[config.mk]
export PLATFORM = sky130hd
export DESIGN_NAME = spr_regs
export DESIGN_NICKNAME = d
export VERILOG_FILES = /design/src/rtl/spr_pkg.sv /design/src/rtl/spr_ref_divider.sv /design/src/rtl/spr_regs.sv
export SDC_FILE = /design/constraint.sdc
export NUM_CORES = 1
export LEC_CHECK = 0
export BUFFER_PORTS_ARGS = -buffer_cell sky130_fd_sc_hd__buf_4
export CORE_MARGIN = 5
export CORE_UTILIZATION = 54
export CTS_BUF_LIST = sky130_fd_sc_hd__clkbuf_16
export DETAILED_ROUTE_END_ITERATION = 8
export PLACE_DENSITY_LB_ADDON = 0.05
export REMOVE_ABC_BUFFERS = 1
export SETUP_SLACK_MARGIN = 0.5
export SLEW_MARGIN = 10
export SYNTH_ARGS = -nofsm -noshare
export SYNTH_HDL_FRONTEND = slang
export SYNTH_SLANG_ARGS = --single-unit
[constraint.sdc]
create_clock -name i_clk_sys -period 2.8 [get_ports i_clk_sys]
set_input_delay 0.42 -clock i_clk_sys [delete_from_list [all_inputs] [get_ports i_clk_sys]]
set_output_delay 0.42 -clock i_clk_sys [all_outputs]
set_load 0.005 [all_outputs]
[src/rtl/spr_pkg.sv]
// Offsets, field positions and reset values of the serial-port and R-divider registers
package spr_pkg;
   // Register offsets on the internal register access port
   localparam int unsigned SPR_ADDR_W          = 12;
   localparam logic [11:0] SPR_OFS_PORT_CFG    = 12'h000;
   localparam logic [11:0] SPR_OFS_READBACK    = 12'h004;
   localparam logic [11:0] SPR_OFS_VER_LOW     = 12'h005;
   localparam logic [11:0] SPR_OFS_VER_HIGH    = 12'h006;
   localparam logic [11:0] SPR_OFS_REF_A_LOW   = 12'h010;
   localparam logic [11:0] SPR_OFS_REF_A_HIGH  = 12'h011;
   localparam logic [11:0] SPR_OFS_REF_B_LOW   = 12'h012;
   localparam logic [11:0] SPR_OFS_REF_B_HIGH  = 12'h013;

   // Field positions
   localparam int unsigned SPR_BIT_UNIDIR      = 7;
   localparam int unsigned SPR_BIT_LSB_FIRST   = 6;
   localparam int unsigned SPR_BIT_SOFT_RESET  = 5;
   localparam int unsigned SPR_BIT_RB_BUFFERED = 0;

   // Divider geometry
   localparam int unsigned SPR_RATIO_W         = 10;

   // Values after reset
   localparam logic       SPR_RST_UNIDIR       = 1'b0;
   localparam logic       SPR_RST_LSB_FIRST    = 1'b0;
   localparam logic       SPR_RST_RB_BUFFERED  = 1'b0;
   localparam logic [7:0] SPR_RST_VER_LOW      = 8'h00;
   localparam logic [7:0] SPR_RST_VER_HIGH     = 8'h00;
   localparam logic [9:0] SPR_RST_RATIO        = 10'h000;
endpackage : spr_pkg

[src/rtl/spr_ref_divider.sv]
// Reference R divider: one output pulse per N synchronised reference rising edges
module spr_ref_divider
   import spr_pkg::*;
#(
   parameter int unsigned RATIO_W = SPR_RATIO_W
) (
   // Clock and reset
   input  wire logic               i_clk_sys,
   input  wire logic               i_resetn,
   input  wire logic               i_soft_reset,
   // Reference pin and ratio
   input  wire logic               i_ref_pin,
   input  wire logic [RATIO_W-1:0] i_ratio,
   // Divided reference
   output logic                    o_div_pulse
);
   // Elaboration guard; a one-bit ratio cannot express any divide above one
   if (RATIO_W < 2) begin : g_bad_ratio_w
      $error("spr_ref_divider: RATIO_W must be at least 2");
   end

   logic               sync1_reg;
   logic               sync2_reg;
   logic               prev_reg;
   logic [RATIO_W-1:0] cnt_reg;
   logic [RATIO_W-1:0] eff_ratio;
   logic               edge_seen;

   // Two-stage synchroniser plus edge history
   always_ff @(posedge i_clk_sys or negedge i_resetn) begin
      if (!i_resetn) begin
         sync1_reg <= 1'b0;
         sync2_reg <= 1'b0;
         prev_reg  <= 1'b0;
      end else begin
         sync1_reg <= i_ref_pin;
         sync2_reg <= sync1_reg;
         prev_reg  <= sync2_reg;
      end
   end

   assign edge_seen = sync2_reg & ~prev_reg;
   // Zero and one both mean divide by one
   assign eff_ratio = (i_ratio <= RATIO_W'(1)) ? RATIO_W'(1) : i_ratio;

   // Edge counter; >= keeps it sane if the ratio shrinks mid-count
   always_ff @(posedge i_clk_sys or negedge i_resetn) begin
      if (!i_resetn) begin
         cnt_reg     <= '0;
         o_div_pulse <= 1'b0;
      end else if (i_soft_reset) begin
         cnt_reg     <= '0;
         o_div_pulse <= 1'b0;
      end else if (edge_seen) begin
         if (cnt_reg + RATIO_W'(1) >= eff_ratio) begin
            cnt_reg     <= '0;
            o_div_pulse <= 1'b1;
         end else begin
            cnt_reg     <= cnt_reg + RATIO_W'(1);
            o_div_pulse <= 1'b0;
         end
      end else begin
         o_div_pulse <= 1'b0;
      end
   end
endmodule // spr_ref_divider

[src/rtl/spr_regs.sv]
// Serial-port configuration and reference R divider register bank
module spr_regs
   import spr_pkg::*;
(
   // Clock and reset
   input  wire logic                  i_clk_sys,
   input  wire logic                  i_resetn,
   // Register access port from the serial protocol engine
   input  wire logic                  i_wr_en,
   input  wire logic                  i_rd_en,
   input  wire logic [SPR_ADDR_W-1:0] i_addr,
   input  wire logic [7:0]            i_wr_data,
   output logic      [7:0]            o_rd_data,
   input  wire logic                  i_io_update,
   // Port mode context
   input  wire logic                  i_i2c_mode,
   input  wire logic                  i_ref_b_independent,
   // Serial data pins
   input  wire logic                  i_read_drive,
   input  wire logic                  i_read_bit,
   output logic                       o_sdio_out,
   output logic                       o_sdio_oe,
   output logic                       o_serial_out_pin,
   output logic                       o_serial_out_pin_oe,
   // Mode outputs to the protocol engine
   output logic                       o_unidirectional_mode_select,
   output logic                       o_lsb_first,
   output logic                       o_soft_reset,
   output logic [15:0]                o_user_version_id,
   // Reference inputs and divided references
   input  wire logic                  i_reference_input_a,
   input  wire logic                  i_reference_input_b,
   output logic [SPR_RATIO_W-1:0]     o_ref_a_ratio,
   output logic [SPR_RATIO_W-1:0]     o_ref_b_ratio,
   output logic                       o_ref_a_div,
   output logic                       o_ref_b_div
);
   logic                   unidir_reg;
   logic                   lsb_first_reg;
   logic                   rb_buffered_reg;
   logic                   soft_reset_reg;
   logic [7:0]             ver_low_reg;
   logic [7:0]             ver_high_reg;
   logic [SPR_RATIO_W-1:0] ref_a_buf_reg;
   logic [SPR_RATIO_W-1:0] ref_b_buf_reg;
   logic [SPR_RATIO_W-1:0] ref_a_act_reg;
   logic [SPR_RATIO_W-1:0] ref_b_act_reg;
   logic [SPR_RATIO_W-1:0] ref_a_view;
   logic [SPR_RATIO_W-1:0] ref_b_view;
   logic [SPR_RATIO_W-1:0] ref_b_used;
   logic [7:0]             rd_data_next;
   logic                   cfg_wr;

   assign cfg_wr = i_wr_en && (i_addr == SPR_OFS_PORT_CFG);

   // Soft reset pulse; lasts one cycle, and the bit always reads back as zero
   always_ff @(posedge i_clk_sys or negedge i_resetn) begin
      if (!i_resetn) begin
         soft_reset_reg <= 1'b0;
      end else begin
         soft_reset_reg <= cfg_wr && i_wr_data[SPR_BIT_SOFT_RESET];
      end
   end

   assign o_soft_reset = soft_reset_reg;

   // Port configuration; only bits 7 and 6 are stored, the mirror is rebuilt
   always_ff @(posedge i_clk_sys or negedge i_resetn) begin
      if (!i_resetn) begin
         unidir_reg    <= SPR_RST_UNIDIR;
         lsb_first_reg <= SPR_RST_LSB_FIRST;
      end else if (soft_reset_reg) begin
         unidir_reg    <= SPR_RST_UNIDIR;
         lsb_first_reg <= SPR_RST_LSB_FIRST;
      end else if (cfg_wr) begin
         unidir_reg    <= i_wr_data[SPR_BIT_UNIDIR];
         lsb_first_reg <= i_wr_data[SPR_BIT_LSB_FIRST];
      end
   end

   // Mode bits mean nothing in two-wire mode
   assign o_unidirectional_mode_select = unidir_reg & ~i_i2c_mode;
   assign o_lsb_first                  = lsb_first_reg & ~i_i2c_mode;

   // Readback source and user version ID
   always_ff @(posedge i_clk_sys or negedge i_resetn) begin
      if (!i_resetn) begin
         rb_buffered_reg <= SPR_RST_RB_BUFFERED;
         ver_low_reg     <= SPR_RST_VER_LOW;
         ver_high_reg    <= SPR_RST_VER_HIGH;
      end else if (soft_reset_reg) begin
         rb_buffered_reg <= SPR_RST_RB_BUFFERED;
         ver_low_reg     <= SPR_RST_VER_LOW;
         ver_high_reg    <= SPR_RST_VER_HIGH;
      end else if (i_wr_en) begin
         if (i_addr == SPR_OFS_READBACK) begin
            rb_buffered_reg <= i_wr_data[SPR_BIT_RB_BUFFERED];
         end else if (i_addr == SPR_OFS_VER_LOW) begin
            ver_low_reg <= i_wr_data;
         end else if (i_addr == SPR_OFS_VER_HIGH) begin
            ver_high_reg <= i_wr_data;
         end
      end
   end

   // Version ID drives nothing inside; exported for the storage side only
   assign o_user_version_id = {ver_high_reg, ver_low_reg};

   // Shadow copies of the divider ratios, written by the host
   always_ff @(posedge i_clk_sys or negedge i_resetn) begin
      if (!i_resetn) begin
         ref_a_buf_reg <= SPR_RST_RATIO;
         ref_b_buf_reg <= SPR_RST_RATIO;
      end else if (soft_reset_reg) begin
         ref_a_buf_reg <= SPR_RST_RATIO;
         ref_b_buf_reg <= SPR_RST_RATIO;
      end else if (i_wr_en) begin
         if (i_addr == SPR_OFS_REF_A_LOW) begin
            ref_a_buf_reg[7:0] <= i_wr_data;
         end else if (i_addr == SPR_OFS_REF_A_HIGH) begin
            ref_a_buf_reg[9:8] <= i_wr_data[1:0];
         end else if (i_addr == SPR_OFS_REF_B_LOW) begin
            ref_b_buf_reg[7:0] <= i_wr_data;
         end else if (i_addr == SPR_OFS_REF_B_HIGH) begin
            ref_b_buf_reg[9:8] <= i_wr_data[1:0];
         end
      end
   end

   // Active ratios; a write in the update cycle lands in the shadow only
   always_ff @(posedge i_clk_sys or negedge i_resetn) begin
      if (!i_resetn) begin
         ref_a_act_reg <= SPR_RST_RATIO;
         ref_b_act_reg <= SPR_RST_RATIO;
      end else if (soft_reset_reg) begin
         ref_a_act_reg <= SPR_RST_RATIO;
         ref_b_act_reg <= SPR_RST_RATIO;
      end else if (i_io_update) begin
         ref_a_act_reg <= ref_a_buf_reg;
         ref_b_act_reg <= ref_b_buf_reg;
      end
   end

   assign o_ref_a_ratio = ref_a_act_reg;
   assign o_ref_b_ratio = ref_b_act_reg;

   // Readback view selection for buffered registers
   assign ref_a_view = rb_buffered_reg ? ref_a_buf_reg : ref_a_act_reg;
   assign ref_b_view = rb_buffered_reg ? ref_b_buf_reg : ref_b_act_reg;

   // Read decode; reserved bits and unmapped offsets read zero
   always_comb begin
      rd_data_next = 8'h00;
      if (i_addr == SPR_OFS_PORT_CFG) begin
         rd_data_next = {unidir_reg, lsb_first_reg, 2'b00,
                         2'b00, lsb_first_reg, unidir_reg};
      end else if (i_addr == SPR_OFS_READBACK) begin
         rd_data_next = {7'h00, rb_buffered_reg};
      end else if (i_addr == SPR_OFS_VER_LOW) begin
         rd_data_next = ver_low_reg;
      end else if (i_addr == SPR_OFS_VER_HIGH) begin
         rd_data_next = ver_high_reg;
      end else if (i_addr == SPR_OFS_REF_A_LOW) begin
         rd_data_next = ref_a_view[7:0];
      end else if (i_addr == SPR_OFS_REF_A_HIGH) begin
         rd_data_next = {6'h00, ref_a_view[9:8]};
      end else if (i_addr == SPR_OFS_REF_B_LOW) begin
         rd_data_next = ref_b_view[7:0];
      end else if (i_addr == SPR_OFS_REF_B_HIGH) begin
         rd_data_next = {6'h00, ref_b_view[9:8]};
      end
   end

   // Read data register; holds between reads
   always_ff @(posedge i_clk_sys or negedge i_resetn) begin
      if (!i_resetn) begin
         o_rd_data <= 8'h00;
      end else if (i_rd_en) begin
         o_rd_data <= rd_data_next;
      end
   end

   // Data pin steering; registered, so pins follow the engine one cycle late
   always_ff @(posedge i_clk_sys or negedge i_resetn) begin
      if (!i_resetn) begin
         o_sdio_out          <= 1'b0;
         o_sdio_oe           <= 1'b0;
         o_serial_out_pin    <= 1'b0;
         o_serial_out_pin_oe <= 1'b0;
      end else begin
         o_sdio_out          <= i_read_bit;
         o_serial_out_pin    <= i_read_bit;
         o_sdio_oe           <= i_read_drive & ~o_unidirectional_mode_select;
         o_serial_out_pin_oe <= i_read_drive & o_unidirectional_mode_select;
      end
   end

   // Without the independence bit, B follows the A ratio
   assign ref_b_used = i_ref_b_independent ? ref_b_act_reg : ref_a_act_reg;

   // Reference A divider
   spr_ref_divider #(
      .RATIO_W      (SPR_RATIO_W)
   ) u_div_a (
      .i_clk_sys    (i_clk_sys),
      .i_resetn     (i_resetn),
      .i_soft_reset (soft_reset_reg),
      .i_ref_pin    (i_reference_input_a),
      .i_ratio      (ref_a_act_reg),
      .o_div_pulse  (o_ref_a_div)
   );

   // Reference B divider
   spr_ref_divider #(
      .RATIO_W      (SPR_RATIO_W)
   ) u_div_b (
      .i_clk_sys    (i_clk_sys),
      .i_resetn     (i_resetn),
      .i_soft_reset (soft_reset_reg),
      .i_ref_pin    (i_reference_input_b),
      .i_ratio      (ref_b_used),
      .o_div_pulse  (o_ref_b_div)
   );
endmodule // spr_regs

# Word level (Yosys, flattened, before mapping)
# Cells that the tools add are included.
dict set report word_totals {
  regBits 99
  inputBits 31
  out_inout_bits 53
  elab_cells 133
}
dict set report op_classes {
  n_addsub 2
  n_lt_le_gt_ge 4
  n_eq_ne 12
  n_mux 57
  bitwise_logic 10
  n_reduce_logical 22
}
# cell count
set ops {}
lappend ops {{10-bit two-way mux} 21}
lappend ops {{8-bit two-way mux} 18}
lappend ops {{12-bit by 5-bit == test with 1-bit output (second input constant)} 4}
lappend ops {{12-bit by 3-bit == test with 1-bit output (second input constant)} 3}
lappend ops {{2-bit nonzero test} 12}
lappend ops {{10-bit by 1-bit adder with 10-bit output (second input constant)} 2}
lappend ops {{10-bit greater-or-equal comparator} 2}
lappend ops {{10-bit by 1-bit less-or-equal comparator with 1-bit output (second input constant)} 2}
lappend ops {{1-bit two-way mux} 13}
lappend ops {{12-bit zero test} 1}
lappend ops {{2-bit two-way mux} 5}
lappend ops {{2-bit != test (second input constant)} 5}
lappend ops {{4-bit AND reduction} 2}
lappend ops {{1-bit bitwise AND} 6}
lappend ops {{3-bit AND reduction} 2}
lappend ops {{5-bit AND reduction} 1}
lappend ops {{1-bit NOT} 4}
lappend ops {{2-bit AND reduction} 2}
lappend ops {{1-bit logical AND} 2}

# Longest topological paths before layout
# Gate-level depths: netlist of run 1.
dict set report depth {
  depth_word 9
  depth_mapped 12
  mapped_depth_nobuf 11
}

# Hierarchy
# From an unflattened synthesis of run 1, not the netlist that was laid out.
dict set report unflattened {
  cells_unflattened 572
  hier_area_um2 5622.9
}
# mod instances cells_each area_each_um2 seq_area_each_um2
set by_module_without_submodules {}
lappend by_module_without_submodules {spr_regs 1 358 3646.0 1776.7}
lappend by_module_without_submodules {spr_ref_divider 2 107 988.4 350.3}

# Worst setup path before layout of run 1
# No wires, ideal clock.
dict set report synth_timing {
  path_type {input -> register}
  from {in i_ref_b_independent}
  to {reg u_div_b.cnt_reg[5]}
  setup_ns 0.082
  arrival_ns 2.584
  t_required_ns 2.718
  setup_slack_ns 0.134
  path_stages 12
  n_path_buf 2
  path_cell_list {clkbuf_1 -> mux2i_1 -> nand4_1 -> o31ai_1 -> ha_1 -> nor2b_1 -> o21ai_0 -> a21oi_1 -> a21bo_2 -> buf_2 -> a21oi_1 -> a31oi_1}
}
dict set report synth_via {
  elab_chain_len 7
}
# element line
set synth_rtl {}
lappend synth_rtl {{from (decl)} spr_regs.sv:17} ;# input wire logic i_ref_b_independent,
lappend synth_rtl {{10-bit two-way mux *} spr_regs.sv:199} ;# assign ref_b_used = i_ref_b_independent ? ref_b_act_reg : ref_a_act_reg;
lappend synth_rtl {{10-bit by 1-bit less-or-equal comparator with 1-bit output} spr_ref_divider.sv:44} ;# assign eff_ratio = (i_ratio <= RATIO_W'(1)) ? RATIO_W'(1) : i_ratio;
lappend synth_rtl {{10-bit two-way mux *} spr_ref_divider.sv:44}
lappend synth_rtl {{10-bit greater-or-equal comparator *} spr_ref_divider.sv:55} ;# if (cnt_reg + RATIO_W'(1) >= eff_ratio) begin
lappend synth_rtl {{10-bit two-way mux *} spr_ref_divider.sv:55}
lappend synth_rtl {{10-bit two-way mux *} spr_ref_divider.sv:54} ;# end else if (edge_seen) begin
lappend synth_rtl {{10-bit two-way mux *} spr_ref_divider.sv:51} ;# end else if (i_soft_reset) begin
lappend synth_rtl {{to (signal assigned)} spr_ref_divider.sv:59} ;# cnt_reg <= cnt_reg + RATIO_W'(1);
lappend synth_rtl {{to (decl)} spr_ref_divider.sv:25} ;# logic [RATIO_W-1:0] cnt_reg;
# Mark *: on every way between the ends. The rest lies on a longest branch, timed or not. The select of a mux whose other input is x is not followed.
# A chain may end at the register's enable or synchronous reset.

# Worst setup path after layout of run 1
dict set report layout_timing {
  from {reg u_div_b.cnt_reg[1]}
  to {reg u_div_b.cnt_reg[4]}
}
dict set report layout_via {
  elab_chain_len 5
}
# element line
set layout_rtl {}
lappend layout_rtl {{10-bit by 1-bit adder with 10-bit output *} {spr_ref_divider.sv:55, spr_ref_divider.sv:59}}
lappend layout_rtl {{10-bit greater-or-equal comparator} spr_ref_divider.sv:55}
lappend layout_rtl {{10-bit two-way mux *} spr_ref_divider.sv:55}
lappend layout_rtl {{10-bit two-way mux *} spr_ref_divider.sv:54}
lappend layout_rtl {{10-bit two-way mux *} spr_ref_divider.sv:51}
# Marks and branches as above.

==> impl_metrics.env, run 1 <==
export IMPL_ant_nets=0
export IMPL_fmax_mhz=378
export IMPL_sw_frac_of_total=0.286
export IMPL_grt_max_degree=51
export IMPL_dpl_hpwl_um=9710
export IMPL_avgSynthCellArea_um2=9.98
export IMPL_synth_seq_area_share=0.460
export IMPL_drive_above_1_share=0.324
export IMPL_syn_cell_area_um2=5380
export IMPL_cts_clk_slew_worst_paths_ns=0.07
export IMPL_via_per_inst=6.01
export IMPL_yosys_most_used_dff="dfrtp_1"
export IMPL_critPathKind="reg -> reg"
export IMPL_rows=36
export IMPL_vias=4699
export IMPL_io_pins=84
export IMPL_powerDensity_nw_per_um2=517
export IMPL_synth_edff_count=0
export IMPL_holdCritPathClass="in -> async"
export IMPL_cp_start_kind="flip-flop"
export IMPL_finalSetupViolations=0
export IMPL_dieArea_um2=12100
export IMPL_gr_total_overflow=0
export IMPL_grt_pass1_wl_um=23300
export IMPL_drt_iter0_markers=302
export IMPL_start_util=0.553
export IMPL_crit_fanout=5
export IMPL_syn_inst=539
export IMPL_slew_violations=0
export IMPL_port_buffers=83
export IMPL_cts_buffers=9
export IMPL_rsz0062_at_grt="true"
export IMPL_cp_required_ns=3.04
export IMPL_fin_setup_tns_ns=0
export IMPL_yosys_register_bits=99
export IMPL_ir_drop_mv=0.524
export IMPL_die_w_um=110
export IMPL_ys_warn_count=0
export IMPL_drc=0
export IMPL_wl_um=15100
export IMPL_syn_to_final_growth_pct=30.4
export IMPL_gp_congestion=0.842
export IMPL_power_share_clock=0.337
export IMPL_core_area_um2=9730
export IMPL_cts_buffer_depth=2
export IMPL_worstMarginPinSlew_ns=0.670
export IMPL_h_tree_depth=3
export IMPL_status="finished, final reports clean"
export IMPL_p_comb_frac=0.238
export IMPL_seqPwrFrac=0.425
export IMPL_cts_tree="done"
export IMPL_p_leak_uw=0.00334
export IMPL_hold_viol=0
export IMPL_nNetsFinal=697
export IMPL_fin_util=0.721
export IMPL_dr_pass1_iters=5
export IMPL_clkLatencyLatePin_ns=0.35
export IMPL_synth_cell_types=53
export IMPL_maxSlewHeadroom=0.554
export IMPL_skew_ns=0.00615
export IMPL_min_period_ns=2.65
export IMPL_track_usage=0.252
export IMPL_synthArstFlopShare=1.00
export IMPL_grt_pass1_vias=4596
export IMPL_die_h_um=110
export IMPL_maxCapViolCount=0
export IMPL_fin_crit_sh=0.946
export IMPL_antenna_found_initial=0
export IMPL_num_antenna_cells=0
export IMPL_clock_sinks=99
export IMPL_cp_arrival_ns=2.88
export IMPL_cts_root_buffer="clkbuf_16"
export IMPL_end_kind="flip-flop"
export IMPL_hold_ws_ns=0.0949
export IMPL_fill_cells=720
export IMPL_wl_per_cell_um=19.4
export IMPL_netSwitchingPower_uw=1040
export IMPL_internal_power_uw=2590
## power groups by stage
stage	combinational [uW]	clock, uW	sequential (uW)
after global placement	543	0	1560
after CTS	762	1240	1530
after detailed placement	577	0	1560
after floorplan	325	0	1560
after global routing	925	1310	1550
final	862	1220	1540
## critical path, cell delays in order, from the launching register on
cell     delay, ns
dfrtp_1       0.41
ha_2          0.21
and3_4        0.18
and3_4        0.23
xor2_2        0.22
ha_4          0.19
o21a_1        0.16
o21ai_2       0.10
a21oi_2       0.19
a21bo_4       0.29
buf_6         0.13
a22o_1        0.21
## repair_timing
item / in CTS / in global routing
hold buffers: 0 / 0
pin swaps: 37 / 19
resized for setup: 53 / 30
endpoints found under the setup margin: 22 / 22
buffers inserted: 16 / 10
cloned: 2 / 0
## cell type report
| type | instances | area [um^2] | share of cell area |
|---|---|---|---|
| clock buffers | 9 | 225 | 0.0321 |
| multi-input cells | 396 | 3080 | 0.439 |
| flip-flops and latches | 99 | 2480 | 0.354 |
| repair buffers | 122 | 943 | 0.134 |
| inverters | 16 | 60.1 | 0.00856 |
| clock inverters | 7 | 61.3 | 0.00874 |
| well taps | 133 | 166 | 0.0237 |
## cells in the mapped netlist, types with 3 or more instances
master,n,share of area
nand2_1,59,0.041
buf_2,8,0.0074
mux4_2,8,0.033
inv_1,16,0.011
o21ai_0,11,0.010
xor2_1,9,0.015
clkbuf_1,15,0.010
mux2i_1,45,0.084
dfrtp_1,99,0.46
a221oi_1,3,0.0049
nor2_1,53,0.037
a21oi_1,50,0.047
and2_1,3,0.0035
nand3_1,21,0.020
nor3_1,9,0.0084
a21o_1,3,0.0042
and3_1,12,0.014
a22o_1,10,0.016
a31oi_1,16,0.019
xnor2_1,6,0.0098
ha_1,22,0.051
a22oi_1,6,0.0084
nand2b_1,6,0.0070
nor2b_1,9,0.010
## routing by layer
metal,vias up,GRT usage,wire length [um],part of all wire
met5,-,0,0,0
met4,0,0.0614,214,0.014
met3,25,0.0599,1070,0.071
met2,204,0.416,7650,0.51
met1,2335,0.335,6200,0.41
li1,2135,-,-,-
## placed cells by master (no fill, tap or decap), drive strengths merged, types with 8 or more instances in the layout
master	netlist	layout
dfrtp	99	99
nand2	59	59
nor2b	9	9
mux2i	45	45
ha	22	22
o21ai	12	12
buf	15	122
nor3	10	10
a21oi	50	50
inv	16	18
xor2	9	9
a31oi	16	16
clkbuf	15	9
and3	12	12
mux4	8	8
nand3	21	21
nor2	53	53
a22o	10	10
## metrics by stage
stage	instances	setup slack [ns]	area (um^2)	total power (uW)
CTS	772	0.318	6770	3540
finish	782	0.152	7020	3620
floorplan	509	0.245	5220	1880
global route	782	0.0633	7020	3780
detailed placement	738	-0.0101	6120	2140
global placement	738	0.133	6120	2100
## path summary, 6_finish.rpt
check                                         start                  to  slack (ns)  cells after the start
min in group i_clk_sys          i_reference_input_a   u_div_a.sync1_reg        0.17                      1
worst max-delay path             u_div_b.cnt_reg[1]  u_div_b.cnt_reg[4]        0.15                     11
worst min register to register    u_div_b.sync1_reg   u_div_b.sync2_reg        0.35                      0
worst max register to register   u_div_b.cnt_reg[1]  u_div_b.cnt_reg[4]        0.15                     11
max in group asynchronous                  i_resetn        o_soft_reset        2.01                      2
worst min-delay path                       i_resetn  u_div_a.cnt_reg[1]        0.09                      1
## cell families (layout without fill, tap and decap cells)
kind of cell | after synthesis | in the layout | share of synthesized area
AOI/OAI and AO/OA | 115 | 117 | 0.133
xor gates and xnor gates | 15 | 15 | 0.0244
adders and majority gates | 22 | 22 | 0.0512
buffers and inverters | 46 | 154 | 0.0402
DFF | 99 | 99 | 0.460
muxes | 55 | 55 | 0.121
and+or+nand+nor | 187 | 187 | 0.169
Power figures use the tool's default switching activity.
==> inputs of run 2 (changes only) <==
--- a/config.mk
+++ b/config.mk
@@ -16,4 +16,5 @@
 export SLEW_MARGIN = 10
 export SYNTH_ARGS = -nofsm -noshare
 export SYNTH_HDL_FRONTEND = slang
+export SYNTH_HIERARCHICAL = 1
 export SYNTH_SLANG_ARGS = --single-unit
==> impl_metrics.env, run 2 <==
export IMPL_start_util=0.550
export IMPL_port_buffers=83
export IMPL_track_usage=0.245
export IMPL_cts_clk_slew_worst_paths_ns=0.07
export IMPL_maxCapViolCount=0
export IMPL_num_antenna_cells=0
export IMPL_holdCritPathClass="in -> async"
export IMPL_synth_edff_count=0
export IMPL_ir_drop_mv=0.293
export IMPL_dpl_cell_area_um2=6380
export IMPL_powerDensity_nw_per_um2=461
export IMPL_critPathKind="reg -> reg"
export IMPL_vias=4821
export IMPL_syn_inst=572
export IMPL_syn_to_final_growth_pct=29.6
export IMPL_fin_util=0.712
export IMPL_final_area_um2=7290
export IMPL_reg2reg_slack_ns=0.31
export IMPL_synthArstFlopShare=1.00
export IMPL_maxSlewHeadroom=0.425
export IMPL_end_kind="flip-flop"
export IMPL_cts_buffers=9
export IMPL_io_pins=84
export IMPL_netlist_area_leader_share=0.441
export IMPL_hold_buffers=0
export IMPL_netlist_top_cells_count="dfrtp_1, nand2_1, inv_1"
export IMPL_dpl_hpwl_um=10200
export IMPL_finalSetupViolations=0
export IMPL_cp_arrival_ns=2.69
export IMPL_fin_crit_sh=0.888
export IMPL_total_power_uw=3360
export IMPL_worstMarginPinSlew_ns=0.862
export IMPL_h_tree_depth=3
export IMPL_avgSynthCellArea_um2=9.83
export IMPL_final_common_cell="buf_4"
export IMPL_synth_seq_area_share=0.441
export IMPL_synth_cell_types=56
export IMPL_cpPeakStageDelay_ns=0.43
export IMPL_yosys_area_top_type="dfrtp_1"
export IMPL_die_h_um=112
export IMPL_cts_root_buffer="clkbuf_16"
export IMPL_drc=0
export IMPL_fmax_mhz=402
export IMPL_cts_buffer_depth=2
export IMPL_grt_pass1_wl_um=24700
export IMPL_dr_pass1_iters=6
export IMPL_cp_start_kind="flip-flop"
export IMPL_crit_fanout=6
export IMPL_drt_iter0_markers=292
export IMPL_yosys_most_used_dff="dfrtp_1"
export IMPL_cts_tree="done"
export IMPL_yosys_register_bits=99
export IMPL_syn_cell_area_um2=5620
export IMPL_dieArea_um2=12600
export IMPL_crit_slowest_cell="dfrtp_2"
export IMPL_path_cells="ha_4 -> nand4_1 -> or2_1 -> xor2_2 -> inv_2 -> ha_4 -> nand4_1 -> o311ai_4 -> buf_6 -> o41ai_4"
export IMPL_die_w_um=112
export IMPL_wl_um=15400
export IMPL_path_delay_family="simple AND/OR/NAND/NOR gates"
export IMPL_p_leak_uw=0.00349
export IMPL_gp_congestion=0.843
export IMPL_hold_viol=0
export IMPL_wl_per_cell_um=18.9
export IMPL_core_area_um2=10200
export IMPL_skew_ns=0.00819
export IMPL_rows=37
export IMPL_ant_nets=0
export IMPL_slew_violations=0
export IMPL_via_per_inst=5.92
export IMPL_status="finished, final reports clean"
export IMPL_grt_max_degree=43
export IMPL_most_common_layout_cells="buf_4, dfrtp_1, nand2_1"
export IMPL_nNetsFinal=726
export IMPL_synthTopCellsByArea="dfrtp_1, mux2i_1, ha_1"
export IMPL_clkLatencyLatePin_ns=0.35
export IMPL_antenna_found_initial=0
export IMPL_crit_buf_inv=2
export IMPL_clock_sinks=99
export IMPL_cp_required_ns=3.01
export IMPL_gr_total_overflow=0
export IMPL_yosysMostFrequentCell="dfrtp_1"
export IMPL_min_period_ns=2.49
export IMPL_drive_above_1_share=0.338
export IMPL_grt_pass1_vias=4694
export IMPL_ys_warn_count=6
export IMPL_rsz0062_at_grt="true"
==> run 2: routing by layer <==
| metal | share of wire | GRT usage | routed length [um] |
|---|---|---|---|
| met1 | 0.44 | 0.350 | 6740 |
| met2 | 0.48 | 0.384 | 7400 |
| met3 | 0.065 | 0.0512 | 1010 |
| met4 | 0.018 | 0.0665 | 277 |
| met5 | 0 | 0 | 0 |
==> run 2: kinds of logic after synthesis <==
logic type,after synthesis,synth area share
AND/OR/NAND/NOR,207,0.192
AO/OA/AOI/OAI,101,0.125
flip-flops,99,0.441
buffers and inverters,75,0.0556
multiplexers,52,0.113
adder cells (fa/ha/maj),22,0.0490
XOR/XNOR,16,0.0249
==> run 2: worst paths after layout <==
path,cells after the start,start,to
worst min register to register,0,u_div_b/sync1_reg,u_div_b/sync2_reg
worst min-delay path,1,i_resetn,u_div_a/cnt_reg[9]
worst max-delay path,10,u_div_a/cnt_reg[0],u_div_a/cnt_reg[0]
min in group i_clk_sys,1,i_reference_input_a,u_div_a/sync1_reg
max in group asynchronous,2,i_resetn,u_div_b/cnt_reg[6]
worst max register to register,10,u_div_a/cnt_reg[0],u_div_a/cnt_reg[0]
==> run 2: layout make-up <==
class / instances / area (um^2)
multi-input cells: 398 / 3230
fillers: 757 / 2940
flip-flops and latches: 99 / 2490
repair buffers: 121 / 956
clock buffers: 9 / 225
well taps: 136 / 170
inverters: 44 / 165
clock inverters: 7 / 45.0
==> run 2: stage by stage <==
stage / TNS, ns / hold WS, ns / setup slack [ns] / std cells
global route: 0 / 0.109 / 0.218 / 814
detailed placement: -0.0410 / 0.342 / -0.0360 / 773
finish: 0 / 0.0653 / 0.313 / 814
CTS: 0 / 0.0822 / 0.434 / 811
floorplan: -6.60 / 0.124 / -0.349 / 541
global placement: 0 / 0.343 / 0.108 / 773
==> run 2: worst register-to-register path, stage by stage, from the launching register on <==
cell and delay, ns:
dfrtp_2 0.43, ha_4 0.16, nand4_1 0.15, or2_1 0.28
xor2_2 0.19, inv_2 0.08, ha_4 0.27, nand4_1 0.14
o311ai_4 0.32, buf_6 0.23, o41ai_4 0.08
==> run 2: power by group <==
group	total [uW]	internal [uW]	switching (uW)
combinational	692	309	384
clock	1170	600	567
sequential	1500	1460	32.7
total	3360	2370	984
==> run 2: repair_timing <==
item                                    4_1_cts  5_1_grt
resized for setup                            40       41
gates cloned                                  2        0
endpoints found under the setup margin       22       22
pin swaps                                    12        5
buffers inserted                             20        3
